$ cat src/hw/fsc_pkg.sv
package fsc_pkg;

  // ----------------------------------------
  // Fuse byte selection
  // ----------------------------------------
  localparam logic [1:0] FUSE_EXT = 2'h0;
  localparam logic [1:0] FUSE_HIGH = 2'h1;
  localparam logic [1:0] FUSE_LOW = 2'h2;

  // ----------------------------------------
  // Fuse defaults, zero means programmed
  // ----------------------------------------
  localparam logic [7:0] EXT_RESET_VAL = 8'hff;
  localparam logic [7:0] HIGH_RESET_VAL = 8'hdf;
  localparam logic [7:0] LOW_RESET_VAL = 8'h62;

  // ----------------------------------------
  // Field positions
  // ----------------------------------------
  localparam int EXT_SELF_WRITE_BIT = 0;
  localparam int HIGH_EXT_RESET_BIT = 7;
  localparam int HIGH_DEBUG_BIT = 6;
  localparam int HIGH_SERIAL_PROG_BIT = 5;
  localparam int HIGH_WDOG_BIT = 4;
  localparam int HIGH_KEEP_BIT = 3;
  localparam int HIGH_BOD_LSB = 0;
  localparam int LOW_DIV8_BIT = 7;
  localparam int LOW_CLKPIN_BIT = 6;
  localparam int LOW_SUT_LSB = 4;
  localparam int LOW_CKSEL_LSB = 0;

  // ----------------------------------------
  // Imprint table
  // ----------------------------------------
  localparam logic [5:0] SIG_ID0_ADDR = 6'h00;
  localparam logic [5:0] SIG_TRIM_ADDR = 6'h01;
  localparam logic [5:0] SIG_ID1_ADDR = 6'h02;
  localparam logic [5:0] SIG_ID2_ADDR = 6'h04;
  localparam logic [5:0] SIG_LAST_ADDR = 6'h2a;
  localparam logic [7:0] RESERVED_READ = 8'hff;
  // Identity and trim values are arbitrary
  localparam logic [7:0] ID0_VAL = 8'h5a;
  localparam logic [7:0] ID1_VAL = 8'h3c;
  localparam logic [7:0] ID2_VAL = 8'h21;
  localparam logic [7:0] TRIM_VAL = 8'h80;

  // ----------------------------------------
  // Memory size variants
  // ----------------------------------------
  localparam logic [1:0] SIZE_SMALL = 2'h0;
  localparam logic [1:0] SIZE_MID = 2'h1;
  localparam logic [1:0] SIZE_LARGE = 2'h2;

  // ----------------------------------------
  // Types
  // ----------------------------------------
  typedef struct packed {
    logic storeProgramAllow;
    logic extResetOff;
    logic oneWireDebugOn;
    logic watchdogForcedOn;
    logic watchdogIrqOff;
    logic eepromKeepOnErase;
    logic [2:0] brownoutLevel;
    logic clockDivEight;
    logic clockToPin;
    logic [1:0] startupSel;
    logic [3:0] clockSrc;
  } fsc_cfg_t;

  typedef enum logic [2:0] {
    ST_PWRUP = 3'h1,
    ST_RUN = 3'h2,
    ST_PROG = 3'h4
  } fsc_state_t;

endpackage

$ cat src/hw/fsc_config_store.sv
`timescale 1ns/1ps
// What this block does
// - Three fuse bytes, zero means programmed
// - Extended bit 0 gates store instruction
// - High byte reset, debug, watchdog, keep, brownout
// - Serial interface cannot read or alter bit
// - Forced watchdog disables watchdog interrupt
// - Low byte divider, clock pin, startup, source
// - Defaults pick internal oscillator, longest startup
// - Lock bit one blocks fuse changes
// - Chip erase leaves fuses unchanged
// - Latch on program entry, apply on exit
// - EEPROM keep fuse acts at once
// - Latch at power-up, latched copy drives chip
// - Imprint table addresses for ident and trim
// - Ident bytes readable whatever the lock
// - Every reset loads trim into register
// - Flash page split follows device size
// - EEPROM four-byte pages split by size
// - Erase strobes flash and EEPROM erase, keep honoured
module fsc_config_store
  import fsc_pkg::*;
(
  // Clock and reset
  input wire logic sys_clk,
  input wire logic nrst,
  // Programming mode control
  input wire logic progMode,
  input wire logic serialIf,
  input wire logic lockBitOne,
  input wire logic eraseReq,
  // Fuse write
  input wire logic fuseWrEn,
  input wire logic [1:0] fuseWrSel,
  input wire logic [7:0] fuseWrData,
  // Read port
  input wire logic rdReq,
  input wire logic rdFromFuse,
  input wire logic [5:0] rdAddr,
  // Address geometry
  input wire logic [1:0] sizeSel,
  input wire logic [11:0] progCounter,
  input wire logic [8:0] eepromByteAddr,
  // Configuration out
  output fsc_cfg_t cfg_q,
  output logic [7:0] oscTrimRegister_q,
  // Read and status out
  output logic [7:0] rdData_q,
  output logic rdValid_q,
  output logic wrDone_q,
  output logic wrRefused_q,
  output logic eraseFlash_q,
  output logic eraseEeprom_q,
  // Page split out
  output logic [6:0] pageNumberField_q,
  output logic [4:0] wordInPageIndex_q,
  output logic [6:0] eepromPage_q,
  output logic [1:0] eepromByteSel_q
);

  // ----------------------------------------
  // Functions
  // ----------------------------------------
  function automatic fsc_cfg_t fsc_decode(input logic [2:0][7:0] arr);
    fsc_cfg_t c;
    c.storeProgramAllow = ~arr[FUSE_EXT][EXT_SELF_WRITE_BIT];
    c.extResetOff = ~arr[FUSE_HIGH][HIGH_EXT_RESET_BIT];
    c.oneWireDebugOn = ~arr[FUSE_HIGH][HIGH_DEBUG_BIT];
    c.watchdogForcedOn = ~arr[FUSE_HIGH][HIGH_WDOG_BIT];
    c.watchdogIrqOff = ~arr[FUSE_HIGH][HIGH_WDOG_BIT];
    c.eepromKeepOnErase = ~arr[FUSE_HIGH][HIGH_KEEP_BIT];
    c.brownoutLevel = arr[FUSE_HIGH][HIGH_BOD_LSB +: 3];
    c.clockDivEight = ~arr[FUSE_LOW][LOW_DIV8_BIT];
    c.clockToPin = ~arr[FUSE_LOW][LOW_CLKPIN_BIT];
    c.startupSel = arr[FUSE_LOW][LOW_SUT_LSB +: 2];
    c.clockSrc = arr[FUSE_LOW][LOW_CKSEL_LSB +: 4];
    return c;
  endfunction

  function automatic logic [7:0] fsc_sig_read(input logic [5:0] a, input logic [7:0] trim);
    logic [7:0] v;
    v = RESERVED_READ;
    case (a)
      SIG_ID0_ADDR: v = ID0_VAL;
      SIG_TRIM_ADDR: v = trim;
      SIG_ID1_ADDR: v = ID1_VAL;
      SIG_ID2_ADDR: v = ID2_VAL;
      default: v = RESERVED_READ;
    endcase
    return v;
  endfunction

  // ----------------------------------------
  // Reset release
  // ----------------------------------------
  logic rstMeta_q;
  logic rstN_q;

  always_ff @(posedge sys_clk or negedge nrst) begin
    if (!nrst) begin
      rstMeta_q <= 1'b0;
      rstN_q <= 1'b0;
    end else begin
      rstMeta_q <= 1'b1;
      rstN_q <= rstMeta_q;
    end
  end

  // ----------------------------------------
  // Fuse store and latch
  // ----------------------------------------
  logic [2:0][7:0] fuseArr_q;
  logic [2:0][7:0] fuseArr_d;
  fsc_state_t state_q;
  fsc_state_t state_d;
  fsc_cfg_t latched_q;
  fsc_cfg_t latched_d;
  fsc_cfg_t cfg_d;
  logic [7:0] trim_d;
  logic wrOk;
  logic doLatch;
  logic [7:0] wrVal;

  always_comb begin
    fuseArr_d = fuseArr_q;
    state_d = state_q;
    latched_d = latched_q;
    trim_d = oscTrimRegister_q;
    doLatch = 1'b0;
    wrOk = fuseWrEn && progMode && lockBitOne && (fuseWrSel <= FUSE_LOW);
    wrVal = fuseWrData;
    if (serialIf && fuseWrSel == FUSE_HIGH) begin
      wrVal[HIGH_SERIAL_PROG_BIT] = fuseArr_q[FUSE_HIGH][HIGH_SERIAL_PROG_BIT];
    end
    if (wrOk) begin
      fuseArr_d[fuseWrSel] = wrVal;
    end
    case (state_q)
      ST_PWRUP: begin
        doLatch = 1'b1;
        trim_d = TRIM_VAL;
        state_d = progMode ? ST_PROG : ST_RUN;
      end
      ST_RUN: begin
        if (progMode) begin
          doLatch = 1'b1;
          state_d = ST_PROG;
        end
      end
      ST_PROG: begin
        if (!progMode) begin
          doLatch = 1'b1;
          state_d = ST_RUN;
        end
      end
      default: state_d = ST_PWRUP;
    endcase
    if (doLatch) begin
      latched_d = fsc_decode(fuseArr_q);
    end
    cfg_d = latched_d;
    cfg_d.eepromKeepOnErase = ~fuseArr_q[FUSE_HIGH][HIGH_KEEP_BIT];
  end

  always_ff @(posedge sys_clk or negedge rstN_q) begin
    if (!rstN_q) begin
      fuseArr_q <= {LOW_RESET_VAL, HIGH_RESET_VAL, EXT_RESET_VAL};
      state_q <= ST_PWRUP;
      latched_q <= '0;
      cfg_q <= '0;
      oscTrimRegister_q <= TRIM_VAL;
    end else begin
      fuseArr_q <= fuseArr_d;
      state_q <= state_d;
      latched_q <= latched_d;
      cfg_q <= cfg_d;
      oscTrimRegister_q <= trim_d;
    end
  end

  // ----------------------------------------
  // Read, write status and erase
  // ----------------------------------------
  logic [7:0] rdData_d;
  logic rdValid_d;
  logic wrDone_d;
  logic wrRefused_d;
  logic eraseFlash_d;
  logic eraseEeprom_d;

  always_comb begin
    rdData_d = rdData_q;
    rdValid_d = rdReq;
    if (rdReq) begin
      if (rdFromFuse) begin
        rdData_d = (rdAddr[1:0] <= FUSE_LOW) ? fuseArr_q[rdAddr[1:0]] : RESERVED_READ;
        if (serialIf && rdAddr[1:0] == FUSE_HIGH) begin
          rdData_d[HIGH_SERIAL_PROG_BIT] = 1'b1;
        end
      end else begin
        rdData_d = fsc_sig_read(rdAddr, oscTrimRegister_q);
      end
    end
    wrDone_d = wrOk;
    wrRefused_d = fuseWrEn && !wrOk;
    eraseFlash_d = eraseReq && progMode;
    eraseEeprom_d = eraseReq && progMode && fuseArr_q[FUSE_HIGH][HIGH_KEEP_BIT];
  end

  always_ff @(posedge sys_clk or negedge rstN_q) begin
    if (!rstN_q) begin
      rdData_q <= 8'h00;
      rdValid_q <= 1'b0;
      wrDone_q <= 1'b0;
      wrRefused_q <= 1'b0;
      eraseFlash_q <= 1'b0;
      eraseEeprom_q <= 1'b0;
    end else begin
      rdData_q <= rdData_d;
      rdValid_q <= rdValid_d;
      wrDone_q <= wrDone_d;
      wrRefused_q <= wrRefused_d;
      eraseFlash_q <= eraseFlash_d;
      eraseEeprom_q <= eraseEeprom_d;
    end
  end

  // ----------------------------------------
  // Page geometry
  // ----------------------------------------
  logic [6:0] page_d;
  logic [4:0] word_d;
  logic [6:0] eePage_d;

  always_comb begin
    case (sizeSel)
      SIZE_SMALL: begin
        word_d = {1'b0, progCounter[3:0]};
        page_d = {1'b0, progCounter[9:4]};
        eePage_d = {2'b00, eepromByteAddr[6:2]};
      end
      SIZE_MID: begin
        word_d = progCounter[4:0];
        page_d = {1'b0, progCounter[10:5]};
        eePage_d = {1'b0, eepromByteAddr[7:2]};
      end
      default: begin
        word_d = progCounter[4:0];
        page_d = progCounter[11:5];
        eePage_d = eepromByteAddr[8:2];
      end
    endcase
  end

  always_ff @(posedge sys_clk or negedge rstN_q) begin
    if (!rstN_q) begin
      pageNumberField_q <= 7'h00;
      wordInPageIndex_q <= 5'h00;
      eepromPage_q <= 7'h00;
      eepromByteSel_q <= 2'h0;
    end else begin
      pageNumberField_q <= page_d;
      wordInPageIndex_q <= word_d;
      eepromPage_q <= eePage_d;
      eepromByteSel_q <= eepromByteAddr[1:0];
    end
  end
endmodule // fsc_config_store

$ cat config.mk
export PLATFORM = sky130hd
export DESIGN_NAME = fsc_config_store
export DESIGN_NICKNAME = d
export VERILOG_FILES = /design/src/hw/fsc_pkg.sv /design/src/hw/fsc_config_store.sv
export SDC_FILE = /design/constraint.sdc
export NUM_CORES = 1
export LEC_CHECK = 0
export ABC_CLOCK_PERIOD_IN_PS = 2700
export BUFFER_PORTS_ARGS = -buffer_cell sky130_fd_sc_hd__buf_2
export CAP_MARGIN = 15
export CORE_UTILIZATION = 40
export DETAILED_ROUTE_END_ITERATION = 16
export PLACE_DENSITY_LB_ADDON = 0.2
export SLEW_MARGIN = 20
export SYNTH_ARGS = -nofsm -noshare
export SYNTH_HDL_FRONTEND = slang
export SYNTH_SLANG_ARGS = --single-unit
$ cat constraint.sdc
create_clock -name sys_clk -period 2.7 [get_ports sys_clk]
set_input_delay 0.27 -clock sys_clk [delete_from_list [all_inputs] [get_ports sys_clk]]
set_output_delay 0.27 -clock sys_clk [all_outputs]
set_load 0.02 [all_outputs]
# Word level (Yosys, flattened, before mapping)
# Cells that the tools add are included.
# classes
order_cmp	5
n_eq_ne	11
n_bitwise	7
reduce_logical	13
muxes	20
# op_table
operator	n
$mux W8	4
$pmux W8 S4	1
$pmux W7 S2	2
$bwmux W24	1
$bmux W8 S2	1
$demux W8 S2	1
$logic_and A1 B1 Y1	9
$mux W3	3
$pmux W3 S3	1
$not A1 Y1	7
$eq A2 B1 Y1 const B	3
$eq A6 B1 Y1 const B	1
$eq A6 B2 Y1 const B	1
$eq A6 B3 Y1 const B	1
$logic_not A6 Y1	1
$lt A2 B3 Y1 const B	2
$mux W5	1
$le A2 B2 Y1 const B	2
$mux W1	4
$ne A2 B2 Y1 const B	2
$eq A3 B1 Y1 const B	1
$eq A3 B2 Y1 const B	1
$eq A3 B3 Y1 const B	1
$pmux W1 S3	1
other kinds (4)	4
# totals
wordCells	82
regBits	79
inputBits	48
out_inout_bits	59

# Depth between registers and ports, before layout
# depth
word_depth	5
ltp_mapped	5
mapped_depth_nobuf	4

# Least setup slack after synthesis
# No wires, ideal clock.
# synth_timing
kind	flip-flop to flip-flop
startpoint	register state_q[0]
endpoint	register latched_q[1] (netlist bit)
path_buffers	1
required_ns	2.575
synth_period_minus_slack_ns	1.603
setup_ns	0.125
slack_ns	1.097
arrival_time_ns	1.478
stages_incl_launch_ff	6
path_cell_list	dfstp_2 > nand2b_1 > o21ai_1 > o21bai_2 > buf_4 > mux2_2
# synth_via
elab_chain_len	2
elab_cells_between_ends	4
classes_between	eq/ne (3); mux (1)
# synth_rtl
item	line	source
start, declared	fsc_config_store.sv:114	fsc_state_t state_q;
start signal, assigned	fsc_config_store.sv:174	state_q <= state_d;
$eq A3 B3 Y1, or another cell as far along	fsc_config_store.sv:138	case (state_q)
$pmux W1 S3 *	fsc_config_store.sv:138	
end signal, assigned	fsc_config_store.sv:175	latched_q <= latched_d;
end, declared	fsc_config_store.sv:116	fsc_cfg_t latched_q;
# Mark *: on every way between the ends. The rest lies on a longest branch, timed or not.
# A chain may end at the register's enable or synchronous reset.

# Final worst setup path
# layout_timing
startpoint	register state_q[0]
endpoint	register latched_q[9] (netlist bit)
# The elaborated chain is that of the path after synthesis.

==> qor.txt <==
Status = finished, final reports clean
Share of power burned in registers = 47.1%
Core occupancy in the finished layout = 51.0%
Total DRC errors in the routed layout = 0
Share of the synthesized area in compound gates (AO/OA/AOI/OAI) = 6.86%
Critical path, cell by cell = nand2b_1, o21ai_1, o21bai_2, mux2_2
Worst hold stages = 1
TritonCTS clock tree = done
Wire length of the first global-routing pass = 10500 um
Area share of xor/xnor cells in the synthesized design = 0.276%
Average cell area after synthesis = 13.5 um2
Number of port buffers = 98
Worst path slowest cell = sky130_fd_sc_hd__o21bai_2
Height of the die = 91.1 um
Total standard cell area after synthesis = 0.00318 mm2
Predominant post-synthesis flop cell = sky130_fd_sc_hd__dfrtp_1
Type of origin of the critical path = flip-flop
Area inside the core boundary = 0.00769 mm2
Proportion of layout cells with a drive suffix above 1 = 51.6%
Setup repair after global routing missed its margin = no
Category of the most critical setup path = flip-flop to flip-flop
Largest clock skew in the final design = 7.32 ps
Crit. End Element = flip-flop
Final count of pins violating max slew = 0
Pwr per Cell Area = 897 mW/mm2
Number of fillers in the final layout = 754
Final wirelength = 6350 um
Largest net degree at the start of global routing = 78
Launch instance of the worst register-to-register path = state_q[0]$_DFFE_PN1P_
CP max stage delay = 760 ps
Post-Place Cells = 426
Ratio of routed vias to standard cells = 4.81
CP Data Arrival Time = 2260 ps
Final setup viols = 0
Cell-internal power = 2.39 mW
Total grt overflow = 0
Fin cells = 443
Number of design-rule violations left by the first detailed-router iteration = 47
Clk Latency, worst-skew pair = 340 ps
I/O pin total = 107
Number of max-capacitance violations reported = 0
ANT nets after route = 0
Part of the power in the clock network = 24.0%
Part of the total power dissipated in combinational logic = 28.9%
Final clock period utilization by the worst path = 75.4%
Total GRT Usage = 16.6%
Die boundary width = 91.1 um
Count of standard-cell rows = 32
Setup TNS = 0 ps
Library cells used by synthesis = 41
Count of final hold-check violations = 0
Starting density of the core = 41.3%
Worst-path maximum fanout = 15
Net switching power = 1.13 mW
Startpoint of the lowest-slack hold path = eepromByteAddr[0]
Die Outline Area = 0.00830 mm2
Mux cell area share after synthesis = 17.8%
Hpwl dp = 4380 um
Synthesis warning total = 0
Reg-to-reg setup timing slack = 670 ps
DR pass1 iterations = 4
Number of H-tree levels = 3
Post-synthesis sequential area ratio = 63.0%
Synth Area in Simple Gates = 7.25%
Number of antenna violations at the first check in global routing = 0
Worst-path clk slew = 80 ps
Data required time of the worst path = 2930 ps
Endpoint, Worst Hold = eepromByteSel_q[0]$_DFF_PN0_
Synthesized instance count = 235
P_leak = 1.90 nW
Maximum clock rate = 492 MHz
Antenna diode instance count = 0
Dpl ws = 663 ps
Via count = 2130
Actual slew at the worst max-slew pin = 976 ps
Adder-cell share of the synthesized area = 0%
Routed WL per cell = 14.3 um
EDFF count, synth = 0
Share of flip-flops with an asynchronous set or reset = 100%
Via count of the first global-routing pass = 2175
Type of the worst min-delay path = input port to flip-flop
Main combinational cell family by area after synthesis = multiplexers
Post-layout min period = 2030 ps
Post-synthesis to final-layout area growth = 23.4%
Minimum hold slack = 25.8 ps
Peak supply drop = 0.000419 V
#FFs+latches synth = 79
Clock buffer depth = 2
Clk sinks = 79
Master cell of the clock root buffer = sky130_fd_sc_hd__clkbuf_8
Worst-case reg-to-reg path depth = 4
Post-CTS setup buffer count = 0
Final net count = 384
Inserted Clock Buffers = 9
Final GP Congestion = 0.706
R2R Path End = latched_q[9]$_DFFE_PN0P_
Minimum setup slack in the final design = 665 ps
Switching fraction of total power = 32.1%
Remaining max-slew budget at the tightest pin = 34.9%
[sequential cells by signal (all words and copies together), names as in the netlist, 2 cells and up]
| register | count |
|---|---|
| pageNumberField_q | 7 |
| latched_q | 15 |
| wordInPageIndex_q | 5 |
| eepromByteSel_q | 2 |
| state_q | 3 |
| eepromPage_q | 7 |
| rdData_q | 8 |
| fuseArr_q | 24 |
[critical path: cells and delay by family (launching register included)]
family | cells | cell delay [ps]
flip-flops | 1 | 540
AO/OA/AOI/OAI | 2 | 830
AND/OR/NAND/NOR | 1 | 120
multiplexers | 1 | 430
[worst max-delay path by stage]
stage                           startpoint                       end  slack [ps]  depth (start not counted)
finish              state_q[0]$_DFFE_PN1P_  latched_q[9]$_DFFE_PN0P_         670                          4
global route        state_q[0]$_DFFE_PN1P_  latched_q[9]$_DFFE_PN0P_         570                          4
CTS                 state_q[0]$_DFFE_PN1P_  latched_q[9]$_DFFE_PN0P_         630                          4
detailed placement  state_q[0]$_DFFE_PN1P_  latched_q[1]$_DFFE_PN0P_         660                          4
global placement    state_q[0]$_DFFE_PN1P_  latched_q[1]$_DFFE_PN0P_         700                          4
floorplan                 rstN_q$_DFF_PN0_       cfg_q[11]$_DFF_PN0_         370                          0
[stage by stage]
step	area, um2	power, mW
after floorplan	3200	2.42
after global placement	3720	2.68
after detailed placement	3720	2.71
after CTS	3920	3.57
after global routing	3920	3.72
final	3920	3.52
[cell families after synthesis]
kind of cell | count (synthesis)
AOI/OAI and AO/OA | 34
xor gates and xnor gates | 1
buffers and inverters | 27
DFF | 79
muxes | 49
other | 2
and+or+nand+nor | 43
[synth_stat cells (2+ instances only)]
cell type,n,area [um2]
sky130_fd_sc_hd__and3_1,2,12.5
sky130_fd_sc_hd__dfstp_2,19,499
sky130_fd_sc_hd__mux2_4,7,105
sky130_fd_sc_hd__o22ai_1,2,12.5
sky130_fd_sc_hd__o221ai_1,2,17.5
sky130_fd_sc_hd__mux2i_1,11,110
sky130_fd_sc_hd__nand2_1,4,15.0
sky130_fd_sc_hd__nor2b_1,5,31.3
sky130_fd_sc_hd__and2_1,3,18.8
sky130_fd_sc_hd__buf_2,3,15.0
sky130_fd_sc_hd__buf_4,11,82.6
sky130_fd_sc_hd__nand2b_1,3,18.8
sky130_fd_sc_hd__a21oi_1,12,60.1
sky130_fd_sc_hd__inv_1,10,37.5
sky130_fd_sc_hd__nand3_1,3,15.0
sky130_fd_sc_hd__a31oi_1,2,12.5
sky130_fd_sc_hd__mux2_2,31,349
sky130_fd_sc_hd__conb_1,2,7.51
sky130_fd_sc_hd__a221oi_1,2,17.5
sky130_fd_sc_hd__nor2_1,14,52.6
sky130_fd_sc_hd__o21ai_0,6,30.0
sky130_fd_sc_hd__clkbuf_1,2,7.51
sky130_fd_sc_hd__nor3_1,2,10.0
sky130_fd_sc_hd__dfrtp_1,60,1500
[timing repair]
| action | in CTS | in global routing |
|---|---|---|
| endpoints found under the setup margin | 0 | 0 |
| gates resized for setup | 0 | 0 |
| hold buffers | 1 | 0 |
| hold endpoints to repair | 2 | 0 |
[power by group through the flow]
stage	Sequential (mW)	Combinational (mW)	Clock, mW
6_report	1.66	1.02	0.844
2_1_floorplan	1.84	0.581	0
3_3_place_gp	1.67	1.01	0
3_5_place_dp	1.68	1.03	0
5_1_grt	1.70	1.11	0.914
4_1_cts	1.66	1.03	0.871
[cells in the final DEF, fill, tap and decap left out, types with 3 or more instances in the layout]
cell type and n:
sky130_fd_sc_hd__clkinv_2 5, sky130_fd_sc_hd__nand2_1 4, sky130_fd_sc_hd__a21oi_1 12, sky130_fd_sc_hd__clkbuf_8 9
sky130_fd_sc_hd__inv_1 10, sky130_fd_sc_hd__conb_1 9, sky130_fd_sc_hd__dfstp_2 19, sky130_fd_sc_hd__mux2_4 7
sky130_fd_sc_hd__nor2_1 14, sky130_fd_sc_hd__mux2i_1 11, sky130_fd_sc_hd__dfrtp_1 59, sky130_fd_sc_hd__mux2_2 31
sky130_fd_sc_hd__buf_2 98, sky130_fd_sc_hd__nand2b_1 3, sky130_fd_sc_hd__o21ai_0 6, sky130_fd_sc_hd__nand3_1 3
sky130_fd_sc_hd__and2_1 3, sky130_fd_sc_hd__nor2b_1 5
[per-layer routing]
layer	global-route usage (%)	vias to the layer above	share of wire, %	routed length, um
li1	-	1000	-	-
met1	19.6	1049	42	2680
met2	27.2	67	49	3110
met3	4.77	14	6.1	386
met4	8.99	0	2.7	172
met5	0	-	0	0
[final cells by class]
class / count / area [um2] / area share (%)
flip-flops and latches: 79 / 2000 / 51.1
clock buffers: 9 / 124 / 3.16
inverters: 10 / 37.5 / 0.958
repair buffers: 100 / 508 / 13.0
clock inverters: 7 / 63.8 / 1.63
multi-input cells: 136 / 1050 / 26.9
well taps: 102 / 128 / 3.26
(Power assumes the default switching activity.)
